File: src/include/gcg_map.svh
// register offsets, field positions, reset values and limits of the
// generic clock generator block; assumes a 32-bit apb slave port.
//
// Notes on behaviour
// [RULE_01] off or pin disabled: pin shows idle level
// [RULE_02] duty balance gives 50/50 on odd factors
// [RULE_03] generator runs only while generator_on set
// [RULE_04] reserved bits read zero; software writes zeros
// [RULE_05] source_select codes 0..8 pick input clock
// [RULE_06] setup index picks generator 0..5
// [RULE_07] software writes divider as one full word
// [RULE_08] index-only write picks divider read target
// [RULE_09] factor bits above generator width are dropped
// [RULE_10] widths: 8, 16, 5, then 8 bits
// [RULE_11] divider index picks written generator 0..5
// [RULE_12] power reset restores every setup
// [RULE_13] power defaults: gen0 on/fast, gen2 on/ulp
// [RULE_14] user reset spares rtc and locked sources; code resets gen0 even so
// [RULE_15] power reset clears every divider
// [RULE_16] user reset clears spared dividers never; code clears the gen0 divider even so
// [RULE_17] style 0 divides by factor, 1 by 2^(f+1)
// [RULE_18] pin enable drives pin unless pin is source
`ifndef GCG_MAP_SVH
`define GCG_MAP_SVH

// ----------------------------------------------------------------
// register offsets (byte addresses)
// ----------------------------------------------------------------
`define GCG_SETUP_OFF   12'h004
`define GCG_DIV_OFF     12'h008

// ----------------------------------------------------------------
// field positions
// ----------------------------------------------------------------
`define GCG_IDX_LSB     0
`define GCG_SRC_LSB     8
`define GCG_ON_BIT      16
`define GCG_BAL_BIT     17
`define GCG_IDLE_BIT    18
`define GCG_PINEN_BIT   19
`define GCG_STYLE_BIT   20
`define GCG_STBY_BIT    21
`define GCG_DIV_LSB     8

// ----------------------------------------------------------------
// source codes and counts
// ----------------------------------------------------------------
`define GCG_SRC_XOSC    5'h00
`define GCG_SRC_PAD     5'h01
`define GCG_SRC_GEN1    5'h02
`define GCG_SRC_ULP     5'h03
`define GCG_SRC_LAST    5'h08
`define GCG_GEN_NUM     6
`define GCG_GEN_LIMIT   4'h6
`define GCG_STRB_FULL   4'hf
`define GCG_EXP_MAX     5'h1e

// ----------------------------------------------------------------
// divider widths and power reset values
// ----------------------------------------------------------------
`define GCG_DIV_W0      8
`define GCG_DIV_W1      16
`define GCG_DIV_W2      5
`define GCG_DIV_WREST   8
`define GCG_GEN0_SRC    5'h06
`define GCG_GEN2_SRC    5'h03

`endif

File: src/include/gcg_pkg.sv
// types shared by the generic clock generator design files;
// assumes gcg_map.svh sits on the include path.
package gcg_pkg;
`include "gcg_map.svh"

    typedef struct packed {
        logic       run_standby;
        logic       divide_style;
        logic       pin_enable;
        logic       pin_idle_level;
        logic       duty_balance;
        logic       generator_on;
        logic [4:0] source_select;
    } gcg_setup_t;

    typedef struct packed {
        gcg_setup_t [5:0]       setup;
        logic       [5:0][15:0] factor;
        logic       [3:0]       setup_ptr;
        logic       [3:0]       div_ptr;
        logic                   pready;
        logic                   pslverr;
        logic       [31:0]      prdata;
        logic       [6:0]       osc_meta;
        logic       [6:0]       osc_sync;
        logic       [5:0]       pad_meta;
        logic       [5:0]       pad_sync;
        logic       [5:0]       pin_out;
        logic       [5:0]       pin_oe_n;
        logic       [5:0]       gen_clk;
    } gcg_state_t;

    typedef struct packed {
        logic        prev;
        logic        out;
        logic [31:0] count;
    } gcg_div_state_t;

    function automatic gcg_setup_t gcg_setup_default(input int g);
        gcg_setup_t s;
        s = '0;
        if (g == 0) begin
            s.generator_on  = 1'b1;
            s.source_select = `GCG_GEN0_SRC;
        end else if (g == 2) begin
            s.generator_on  = 1'b1;
            s.source_select = `GCG_GEN2_SRC;
        end
        return s;
    endfunction

    function automatic gcg_state_t gcg_power_state();
        gcg_state_t s;
        s = '0;
        for (int g = 0; g < `GCG_GEN_NUM; g++) begin
            s.setup[g] = gcg_setup_default(g);
        end
        return s;
    endfunction

    function automatic logic [15:0] gcg_div_mask(input int g);
        int w;
        w = (g == 0) ? `GCG_DIV_W0 :
            (g == 1) ? `GCG_DIV_W1 :
            (g == 2) ? `GCG_DIV_W2 : `GCG_DIV_WREST;
        return 16'((32'h1 << w) - 32'h1);
    endfunction
endpackage

File: src/design/gcg_divider.sv
// one generator divider, counting edges of an already synchronised
// source level; assumes the source is far slower than pclk.
`timescale 1ns/10ps
`default_nettype none
`include "gcg_map.svh"

module gcg_divider
    import gcg_pkg::*;
(
    input  wire logic        pclk,
    input  wire logic        presetn,
    input  wire logic        src_level,
    input  wire logic        enable,
    input  wire logic        divide_style,
    input  wire logic        duty_balance,
    input  wire logic [15:0] factor,
    output logic             clk_out
);

    gcg_div_state_t st;
    gcg_div_state_t next_st;
    logic [31:0]    ratio;
    logic [4:0]     expo;
    logic           odd_even;
    logic           rise;
    logic           fall;
    logic           step;
    logic           wrap;

    // ----------------------------------------------------------------
    // ratio and edge counting
    // ----------------------------------------------------------------
    always_comb begin
        next_st = st;
        // exponent clamped so the ratio stays inside 32 bits
        expo = (factor > 16'(`GCG_EXP_MAX)) ? `GCG_EXP_MAX : factor[4:0];
        if (divide_style) begin
            ratio = 32'h1 << (expo + 5'h1); // RULE_17
        end else if (factor < 16'h0002) begin
            ratio = 32'h1; // RULE_17
        end else begin
            ratio = {16'h0, factor}; // RULE_17
        end
        odd_even = duty_balance & ratio[0];
        rise = src_level & ~st.prev;
        fall = ~src_level & st.prev;
        // balanced odd ratios count both edges, half period = ratio
        step = odd_even ? (rise | fall) : rise; // RULE_02
        // a ratio cut below the running count must still wrap
        wrap = (st.count >= ratio - 32'h1);
        next_st.prev = src_level;
        if (!enable) begin
            next_st.count = '0; // RULE_03
            next_st.out   = 1'b0;
        end else if (ratio == 32'h1) begin
            next_st.count = '0;
            next_st.out   = src_level;
        end else if (step) begin
            next_st.count = wrap ? 32'h0 : st.count + 32'h1;
            if (odd_even) begin
                if (wrap) begin
                    next_st.out = ~st.out; // RULE_02
                end
            end else begin
                next_st.out = (next_st.count < (ratio >> 1));
            end
        end
    end

    always_ff @(posedge pclk or negedge presetn) begin
        if (!presetn) begin
            st <= '0;
        end else begin
            st <= next_st;
        end
    end

    assign clk_out = st.out;

endmodule
`default_nettype wire

File: src/design/gcg_top.sv
// six generic clock generators with indexed setup and divider
// registers behind an apb slave; assumes oscillator and pad inputs
// are asynchronous levels well below half the pclk rate.
//
// The APB slave port was decided locally.
`timescale 1ns/10ps
`default_nettype none
`include "gcg_map.svh"

module gcg_top
    import gcg_pkg::*;
#(
    parameter int ADDR_W = 12
)
(
    input  wire logic              pclk,
    input  wire logic              presetn,
    input  wire logic [ADDR_W-1:0] paddr,
    input  wire logic              psel,
    input  wire logic              penable,
    input  wire logic              pwrite,
    input  wire logic [31:0]       pwdata,
    input  wire logic [3:0]        pstrb,
    output logic      [31:0]       prdata,
    output logic                   pready,
    output logic                   pslverr,
    input  wire logic              user_reset,
    input  wire logic [3:0]        rtc_generator,
    input  wire logic [5:0]        write_lock_source,
    input  wire logic [6:0]        osc_clk,
    input  wire logic [5:0]        generator_pin_in,
    output logic      [5:0]        generator_pin_out,
    output logic      [5:0]        generator_pin_oe_n,
    output logic      [5:0]        gen_clk
);

    localparam gcg_state_t POWER_STATE = gcg_power_state();
    localparam int         NG          = `GCG_GEN_NUM;

    gcg_state_t  st;
    gcg_state_t  next_st;
    logic [5:0]  sel_level;
    logic [5:0]  div_out;
    logic        hit_setup;
    logic        hit_div;
    logic        access;
    logic        done;
    logic [3:0]  wr_idx;
    logic        full_word;
    logic [31:0] rd_word;
    logic [2:0]  rp;
    logic [2:0]  wp;

    // ----------------------------------------------------------------
    // address decode
    // ----------------------------------------------------------------
    assign hit_setup = (paddr == ADDR_W'(`GCG_SETUP_OFF));
    assign hit_div   = (paddr == ADDR_W'(`GCG_DIV_OFF));
    assign access    = psel & penable;
    // the transfer ends on the edge that samples pready high
    assign done      = access & st.pready;
    assign wr_idx    = pwdata[`GCG_IDX_LSB +: 4];
    assign full_word = (pstrb == `GCG_STRB_FULL);
    // write slot kept apart from the read slot: one driver each
    assign wp        = wr_idx[2:0];

    // ----------------------------------------------------------------
    // source selection per generator
    // ----------------------------------------------------------------
    always_comb begin
        sel_level = '0;
        for (int g = 0; g < NG; g++) begin
            case (st.setup[g].source_select) // RULE_05
                `GCG_SRC_XOSC: sel_level[g] = st.osc_sync[0];
                `GCG_SRC_PAD:  sel_level[g] = st.pad_sync[g];
                `GCG_SRC_GEN1: sel_level[g] = div_out[1];
                5'h03:         sel_level[g] = st.osc_sync[1];
                5'h04:         sel_level[g] = st.osc_sync[2];
                5'h05:         sel_level[g] = st.osc_sync[3];
                5'h06:         sel_level[g] = st.osc_sync[4];
                5'h07:         sel_level[g] = st.osc_sync[5];
                `GCG_SRC_LAST: sel_level[g] = st.osc_sync[6];
                // reserved codes leave the generator without a clock
                default:       sel_level[g] = 1'b0;
            endcase
        end
    end

    // ----------------------------------------------------------------
    // dividers
    // ----------------------------------------------------------------
    generate
        for (genvar g = 0; g < NG; g++) begin : gen_div
            gcg_divider u_div (
                .pclk         (pclk),
                .presetn      (presetn),
                .src_level    (sel_level[g]),
                .enable       (st.setup[g].generator_on),
                .divide_style (st.setup[g].divide_style),
                .duty_balance (st.setup[g].duty_balance),
                .factor       (st.factor[g]),
                .clk_out      (div_out[g])
            );
        end
    endgenerate

    // ----------------------------------------------------------------
    // read data for the pending access
    // ----------------------------------------------------------------
    always_comb begin
        rd_word = '0; // RULE_04
        rp      = 3'h0;
        if (hit_setup) begin
            rd_word[`GCG_IDX_LSB +: 4] = st.setup_ptr;
            rp = st.setup_ptr[2:0];
            if (st.setup_ptr < `GCG_GEN_LIMIT) begin // RULE_06
                rd_word[`GCG_SRC_LSB +: 5] = st.setup[rp].source_select;
                rd_word[`GCG_ON_BIT]    = st.setup[rp].generator_on;
                rd_word[`GCG_BAL_BIT]   = st.setup[rp].duty_balance;
                rd_word[`GCG_IDLE_BIT]  = st.setup[rp].pin_idle_level;
                rd_word[`GCG_PINEN_BIT] = st.setup[rp].pin_enable;
                rd_word[`GCG_STYLE_BIT] = st.setup[rp].divide_style;
                rd_word[`GCG_STBY_BIT]  = st.setup[rp].run_standby;
            end
        end else if (hit_div) begin
            rd_word[`GCG_IDX_LSB +: 4] = st.div_ptr;
            rp = st.div_ptr[2:0];
            if (st.div_ptr < `GCG_GEN_LIMIT) begin
                rd_word[`GCG_DIV_LSB +: 16] = st.factor[rp]; // RULE_08
            end
        end
    end

    // ----------------------------------------------------------------
    // next state
    // ----------------------------------------------------------------
    always_comb begin
        next_st = st;

        // input synchronisers; stage one feeds stage two only
        next_st.osc_meta = osc_clk;
        next_st.osc_sync = st.osc_meta;
        next_st.pad_meta = generator_pin_in;
        next_st.pad_sync = st.pad_meta;

        // one wait state; answer word fixed at that point
        next_st.pready  = access & ~st.pready;
        next_st.pslverr = 1'b0;
        next_st.prdata  = '0;
        if (access & ~st.pready) begin
            next_st.pslverr = ~(hit_setup | hit_div);
            if (!pwrite) begin
                next_st.prdata = rd_word;
            end
        end

        if (done & pwrite & hit_setup) begin
            if (pstrb[0]) begin
                next_st.setup_ptr = wr_idx; // RULE_06
            end
            // only a whole word carries a configuration
            if (full_word && wr_idx < `GCG_GEN_LIMIT) begin
                next_st.setup[wp].source_select =
                    pwdata[`GCG_SRC_LSB +: 5]; // RULE_05
                next_st.setup[wp].generator_on =
                    pwdata[`GCG_ON_BIT]; // RULE_03
                next_st.setup[wp].duty_balance =
                    pwdata[`GCG_BAL_BIT]; // RULE_02
                next_st.setup[wp].pin_idle_level =
                    pwdata[`GCG_IDLE_BIT]; // RULE_01
                next_st.setup[wp].pin_enable =
                    pwdata[`GCG_PINEN_BIT]; // RULE_18
                next_st.setup[wp].divide_style =
                    pwdata[`GCG_STYLE_BIT]; // RULE_17
                next_st.setup[wp].run_standby =
                    pwdata[`GCG_STBY_BIT];
            end
        end

        if (done & pwrite & hit_div) begin
            if (pstrb[0]) begin
                next_st.div_ptr = wr_idx; // RULE_08
            end
            // a partial write only moves the read pointer
            if (full_word && wr_idx < `GCG_GEN_LIMIT) begin // RULE_07
                for (int g = 0; g < NG; g++) begin
                    if (wr_idx == 4'(g)) begin // RULE_11
                        next_st.factor[g] =
                            pwdata[`GCG_DIV_LSB +: 16] &
                            gcg_div_mask(g); // RULE_09 RULE_10
                    end
                end
            end
        end

        // user reset wins over a bus write in the same cycle
        if (user_reset) begin
            next_st.setup_ptr = '0;
            next_st.div_ptr   = '0;
            for (int g = 0; g < NG; g++) begin
                if (g == 0 ||
                    !(rtc_generator == 4'(g) ||
                      write_lock_source[g])) begin
                    next_st.setup[g]  = gcg_setup_default(g); // RULE_14
                    next_st.factor[g] = '0; // RULE_16
                end
            end
        end

        // pin and generator outputs
        for (int g = 0; g < NG; g++) begin
            next_st.gen_clk[g] = div_out[g];
            if (st.setup[g].source_select == `GCG_SRC_PAD) begin
                // pad is this generator's input: release it
                next_st.pin_oe_n[g] = 1'b1; // RULE_18
                next_st.pin_out[g]  = 1'b0;
            end else begin
                next_st.pin_oe_n[g] = 1'b0;
                if (st.setup[g].generator_on &&
                    st.setup[g].pin_enable) begin
                    next_st.pin_out[g] = div_out[g]; // RULE_18
                end else begin
                    next_st.pin_out[g] =
                        st.setup[g].pin_idle_level; // RULE_01
                end
            end
        end
    end

    // ----------------------------------------------------------------
    // state register
    // ----------------------------------------------------------------
    always_ff @(posedge pclk or negedge presetn) begin
        if (!presetn) begin
            // power reset restores every generator, rtc source too
            st <= POWER_STATE; // RULE_12 RULE_13 RULE_15
        end else begin
            st <= next_st;
        end
    end

    // ----------------------------------------------------------------
    // outputs
    // ----------------------------------------------------------------
    assign prdata             = st.prdata;
    assign pready             = st.pready;
    assign pslverr            = st.pslverr;
    assign generator_pin_out  = st.pin_out;
    assign generator_pin_oe_n = st.pin_oe_n;
    assign gen_clk            = st.gen_clk;

endmodule
`default_nettype wire

File: config.mk
export PLATFORM = sky130hd
export DESIGN_NAME = gcg_top
export DESIGN_NICKNAME = d
export VERILOG_FILES = /design/src/include/gcg_pkg.sv /design/src/design/gcg_divider.sv /design/src/design/gcg_top.sv
export VERILOG_INCLUDE_DIRS = /design/src /design/src/include
export SDC_FILE = /design/constraint.sdc
export NUM_CORES = 2
export LEC_CHECK = 0
export ABC_AREA = 0
export ABC_CLOCK_PERIOD_IN_PS = 14600
export BUFFER_PORTS_ARGS = -buffer_cell sky130_fd_sc_hd__buf_4
export CORE_ASPECT_RATIO = 1.25
export CORE_UTILIZATION = 61
export CTS_CLUSTER_SIZE = 16
export DETAILED_ROUTE_END_ITERATION = 10
export GPL_ROUTABILITY_DRIVEN = 0
export MAX_ROUTING_LAYER = met4
export PLACE_DENSITY = 0.78
export SLEW_MARGIN = 20
export SYNTH_ARGS = -nofsm -noshare
export SYNTH_HDL_FRONTEND = slang
export SYNTH_HIERARCHICAL = 1
export SYNTH_SLANG_ARGS = --single-unit
File: constraint.sdc
create_clock -name pclk -period 14.6 [get_ports pclk]
set_input_delay 2.19 -clock pclk [delete_from_list [all_inputs] [get_ports pclk]]
set_output_delay 2.19 -clock pclk [all_outputs]
set_load 0.03 [all_outputs]
# ---- Yosys cells after proc, flatten, opt, wreduce, memory -nomap -nowiden
# Cells that the tools add are included.
dict set report totals {
  register_bits 452
  inputBits 77
  output_inout_bits 52
  wordCells 443
}
dict set report op_classes {
  add_sub_neg 18
  n_lt_le_gt_ge 31
  n_eq_ne 79
  shift 6
  n_mux 145
  bitwise_logic 51
  n_reduce_logical 35
}
# cell count
set ops {}
lappend ops {{$mux W33} 19}
lappend ops {{$bwmux W66} 7}
lappend ops {{$mux W32} 12}
lappend ops {{$mux W16} 20}
lappend ops {{$demux W11 S3} 7}
lappend ops {{$add A32 B1 Y32 const B} 6}
lappend ops {{$eq A32 B1 Y1 const B} 6}
lappend ops {{$ge A32 B32 Y1} 6}
lappend ops {{$lt A32 B31 Y1} 6}
lappend ops {{$mux W96} 2}
lappend ops {{$shl A1 B5 Y32 const A} 6}
lappend ops {{$sub A32 B1 Y32 const B} 6}
lappend ops {{$mux W170} 1}
lappend ops {{$mux W66} 2}
lappend ops {{$eq A5 B3 Y1 const B} 24}
lappend ops {{$gt A16 B5 Y1 const B} 6}
lappend ops {{$lt A16 B2 Y1 const B} 6}
lappend ops {{$mux W11} 7}
lappend ops {{$eq A5 B2 Y1 const B} 12}
lappend ops {{$pmux W1 S9} 6}
lappend ops {{$bmux W16 S3} 1}
lappend ops {{$mux W5} 9}
lappend ops {{$mux W1} 36}
lappend ops {{$bmux W11 S3} 1}
lappend ops {{other kinds (33)} 151}

# ---- Depth between registers and ports, before layout
dict set report logic_depth {
  ltp_word 15
  ltp_mapped 33
}

# ---- Modules after synthesis
# The synthesis kept the hierarchy.
# module instances cells_per_inst area_per_inst_um2 seq_area_each_um2
set modules_own_cells {}
lappend modules_own_cells {{gcg_divider at gen_div[1].u_div ...} 3 672 4893.4 850.8}
lappend modules_own_cells {gcg_top 1 1097 11264.6 5713.0}
lappend modules_own_cells {{gcg_divider at gen_div[5].u_div} 1 663 4926.0 850.8}
lappend modules_own_cells {{gcg_divider at gen_div[0].u_div} 1 663 4860.9 850.8}
lappend modules_own_cells {{gcg_divider at gen_div[2].u_div} 1 639 4748.3 850.8}

# ---- Worst setup path before layout
# Ideal clock, no wire load.
dict set report synth_path {
  path_type {register to register}
  startpoint {register, netlist name st[93]}
  endpoint {register gen_div[0].u_div.st (netlist bit gen_div[0].u_div/clk_out)}
  setup_ns 0.080
  t_arrival_ns 6.264
  required_time_ns 14.520
  path_slack_ns 8.256
  path_stages_with_launch 32
  path_buffers 6
  cell_sequence {dfrtp_1 nor3_2 and4_1 buf_2 nand3_1 o21ai_0 inv_1 ha_1 and3_1 clkbuf_1 and3_1 buf_2 and4b_1 xor2_1 ha_1 nand4_1 nor4_1 nand2_1 a311oi_2 or2_1 clkbuf_1 clkbuf_1 buf_1 nor2_1 ha_1 a21o_1 a211oi_1 o21ai_0 o211ai_1 nand4_1 a2111o_1 o211ai_2}
}
# item line
set synth_rtl {}
lappend synth_rtl {{end signal, assigned} gcg_divider.sv:74} ;# st <= next_st;
lappend synth_rtl {{end, declared} gcg_divider.sv:20} ;# gcg_div_state_t st;

==> flow_summary_export.csv <==
group,metric,value,unit
sta,max_slew_margin,0.262,
clock_tree,cts_sinks,432,
min_path,hp-class,"reg -> reg",
min_path,whs_path_depth,0,
route,drt-total-wl,121000,um
layout,fin_nets,5450,
setup_path,max_stage_delay,0.94,ns
die,io_pins,129,
yosys,syn_avg_cell_area,7.97,um2
route,via_count,38800,
sta,min_period_over_period,0.567,
yosys,synth_top_family_by_area,"simple AND/OR/NAND/NOR gates",
yosys,synth_area,40500,um2
yosys,synth.distinct_cells,116,
yosys,synth_simple_gate_area_frac,0.290,
layout,final_cell_mix,"nand2_1, nor2_1, a21oi_1",
setup_path,critical_path_required,15.10,ns
route,drtAntennaViolNets,0,
layout,stdcell_area,43000,um2
run,maxCapViolCount,0,
pwr,power_leakage,17.7,nW
route,dr.pass1.iters,6,
yosys,ys_seq_elements,432,
setup_path,cp_slowest_cell,"dfrtp_1",
route,vias_per_cell,6.60,
grt,gr-total-overflow,0,
sta,hold_viol,0,
sta,finalSetupViolCount,0,
layout,multi_input_comb_area,27800,um2
setup_path,crit_path_frequent_cell,"a21oi_1",
clock_tree,cts_tree,"done",
route,drtIter0Drc,3874,
route,post-route-drc-count,0,
grt,use_met3,0.0666,
clock_tree,hold_buffers,0,
yosys,ys_async_sr_fraction,1.00,
yosys,synth-compound-area-share,0.173,
grt,grt_pass1_wl,196000,um
yosys,synthMuxAreaShare,0.0296,
place,portBuffers,103,
setup_path,critPathLaunch,"st[136]$_DFF_PN0_",
clock_tree,max-clock-path-buffers,3,
grt,grt_max_degree,146,
setup_path,r2r-start,"st[136]$_DFF_PN0_",
setup_path,worstSetupPathType,"reg -> reg",
layout,drive_above_1_share,0.0848,
clock_tree,cts_made_buffers,47,
layout,area_growth,6.20,%
yosys,synth_top_area_frac,0.263,
run_status,run_status,"completed",
clock_tree,cts.clk_slew.worst_paths,0.06,ns
die,core_area,65700,um2
sta,slew_violations,0,
clock_tree,clockRootBuffer,"clkbuf_16",
layout,n_fill_cell,5638,
yosys,yosys_warnings,6,
pwr,powerDensity,63.0,nW/um2
setup_path,crit_path_end_kind,"flip-flop",
die,initial_core_util,0.616,
grt,antenna_found_initial,10,
grt,grt_pass1_vias,37200,
yosys,synth_flop_cell,"dfrtp_1",
grt,met2_usage,0.585,
sta,worst_pin_slew,1.10,ns
yosys,yosysSeqAreaShare,0.267,
yosys,yosys.area_share.adder,0.121,
clock_tree,htreeDepth,2,
clock_tree,ctsResizeCount,0,
setup_path,crit_arrival,8.77,ns
die,die_w,232,um
clock_tree,clock_latency,0.62,ns
min_path,min_from,"next_st[22]$_DFF_PN0_",
place,place_hpwl,90300,um
pwr,ir_drop,0.0915,mV
die,dieArea,67400,um2
yosys,synthTopCellsByArea,"dfrtp_1, ha_1, a21oi_1",
setup_path,crit_path_max_fanout,25,
setup_path,worst_r2r_path_depth,27,
setup_path,cp-start-kind,"flip-flop",
layout,final_common_cell,"nand2_1",
yosys,synthXorXnorAreaFrac,0.0677,
route,post_drt_wl_per_cell,20.6,um
yosys,synth_edf_count,0,
sta,final.setup.tns,0,ns
clock_tree,cts_setup_buffers,0,
yosys,netlist.top_cell.by_area,"dfrtp_1",
sta,max_freq,121,MHz
die,die_h,290,um
sta,rsz0062_at_grt,"no",
grt,grt-busiest-layer,"met2",
sta,post-route-min-period,8.27,ns
yosys,synthCells,5078,
grt,grt_use_total,0.369,
sta,holdWs,0.337,ns
layout,regArea,10800,um2
grt,met1_usage,0.439,
sta,finalClockSkew,0.0245,ns
die,num_rows,105,
place,postPlaceCellArea,41300,um2
## worst paths after layout
| path | slack, ns | endpoint |
|---|---|---|
| worst max-delay path | 6.33 | gen_div[3].u_div/clk_out$_DFFE_PN0P_ |
| worst min register to register | 0.34 | st[22]$_DFF_PN0_ |
| worst max register to register | 6.33 | gen_div[3].u_div/clk_out$_DFFE_PN0P_ |
| worst min-delay path | 0.34 | st[22]$_DFF_PN0_ |
| max in group asynchronous | 11.44 | gen_div[1].u_div/st[13]$_DFFE_PN0P_ |
| min in group asynchronous | 1.57 | gen_div[0].u_div/st[20]$_DFFE_PN0P_ |
## final cells by class
| type | count | area share |
|---|---|---|
| Multi-Input combinational cell | 4236 | 0.647 |
| Sequential cell | 432 | 0.252 |
| Clock buffer | 56 | 0.0300 |
| Timing Repair Buffer | 147 | 0.0261 |
| Tap cell | 856 | 0.0249 |
| Inverter | 119 | 0.0104 |
| Clock inverter | 32 | 0.00908 |
| Antenna cell | 10 | 0.000582 |
## layer usage
metal	vias to the layer above	wire, um
met5	-	0
met4	0	7850
met3	511	10100
met2	1776	57000
met1	18300	46500
li1	18200	-
## registers in the layout, summed over array words and instances, names as in the netlist
| register | count |
|---|---|
| pslverr | 1 |
| generator_pin_oe_n | 6 |
| gen_clk | 6 |
| st | 175 |
| next_st | 13 |
| gen_div.u_div/st | 198 |
| gen_div.u_div/clk_out | 6 |
| prdata | 20 |
| pready | 1 |
| generator_pin_out | 6 |
## Yosys cell counts, types with 118 or more instances
cell and number:
and3_1 118, nor2_1 539, xor2_1 160, nand4_1 195
clkbuf_1 166, dfrtp_1 426, nand3_1 221, a21oi_1 508
nor3_1 143, o21ai_0 239, xnor2_1 153, ha_1 390
nand2_1 604
## logic make-up (layout without fill, tap and decap cells)
logic type / Yosys count / count (layout)
buffers and inverters: 440 / 354
multiplexers: 88 / 88
AND/OR/NAND/NOR: 2263 / 2263
AO/OA/AOI/OAI: 1144 / 1144
adder cells (fa/ha/maj): 391 / 391
XOR/XNOR: 313 / 313
flip-flops: 432 / 432
other: 7 / 47
## critical path, delay by kind of cell (launching register included)
family / cells / cell delay, ns
and+or+nand+nor: 17 / 5.02
adders and majority gates: 2 / 0.60
DFF: 1 / 0.94
AOI/OAI and AO/OA: 7 / 1.20
buffers and inverters: 1 / 0.36
## where the power goes
| part | switching, W | internal [W] | total [W] |
|---|---|---|---|
| clock network | 0.000543 | 0.000761 | 0.00130 |
| registers | 0.0000127 | 0.00121 | 0.00122 |
| logic | 0.000129 | 0.0000556 | 0.000185 |
## metrics by stage
step           setup slack (ns)  utilization  power [W]  cells
6_report                   6.33        0.654    0.00271   5888
2_1_floorplan              8.26            -    0.00134   5108
4_1_cts                    6.57        0.654    0.00273   5878
3_5_place_dp               6.61        0.628    0.00143   5790
5_1_grt                    5.79        0.654    0.00280   5888
3_3_place_gp               6.57        0.628    0.00142   5790
Note: power is estimated with default switching activity, not from simulation.
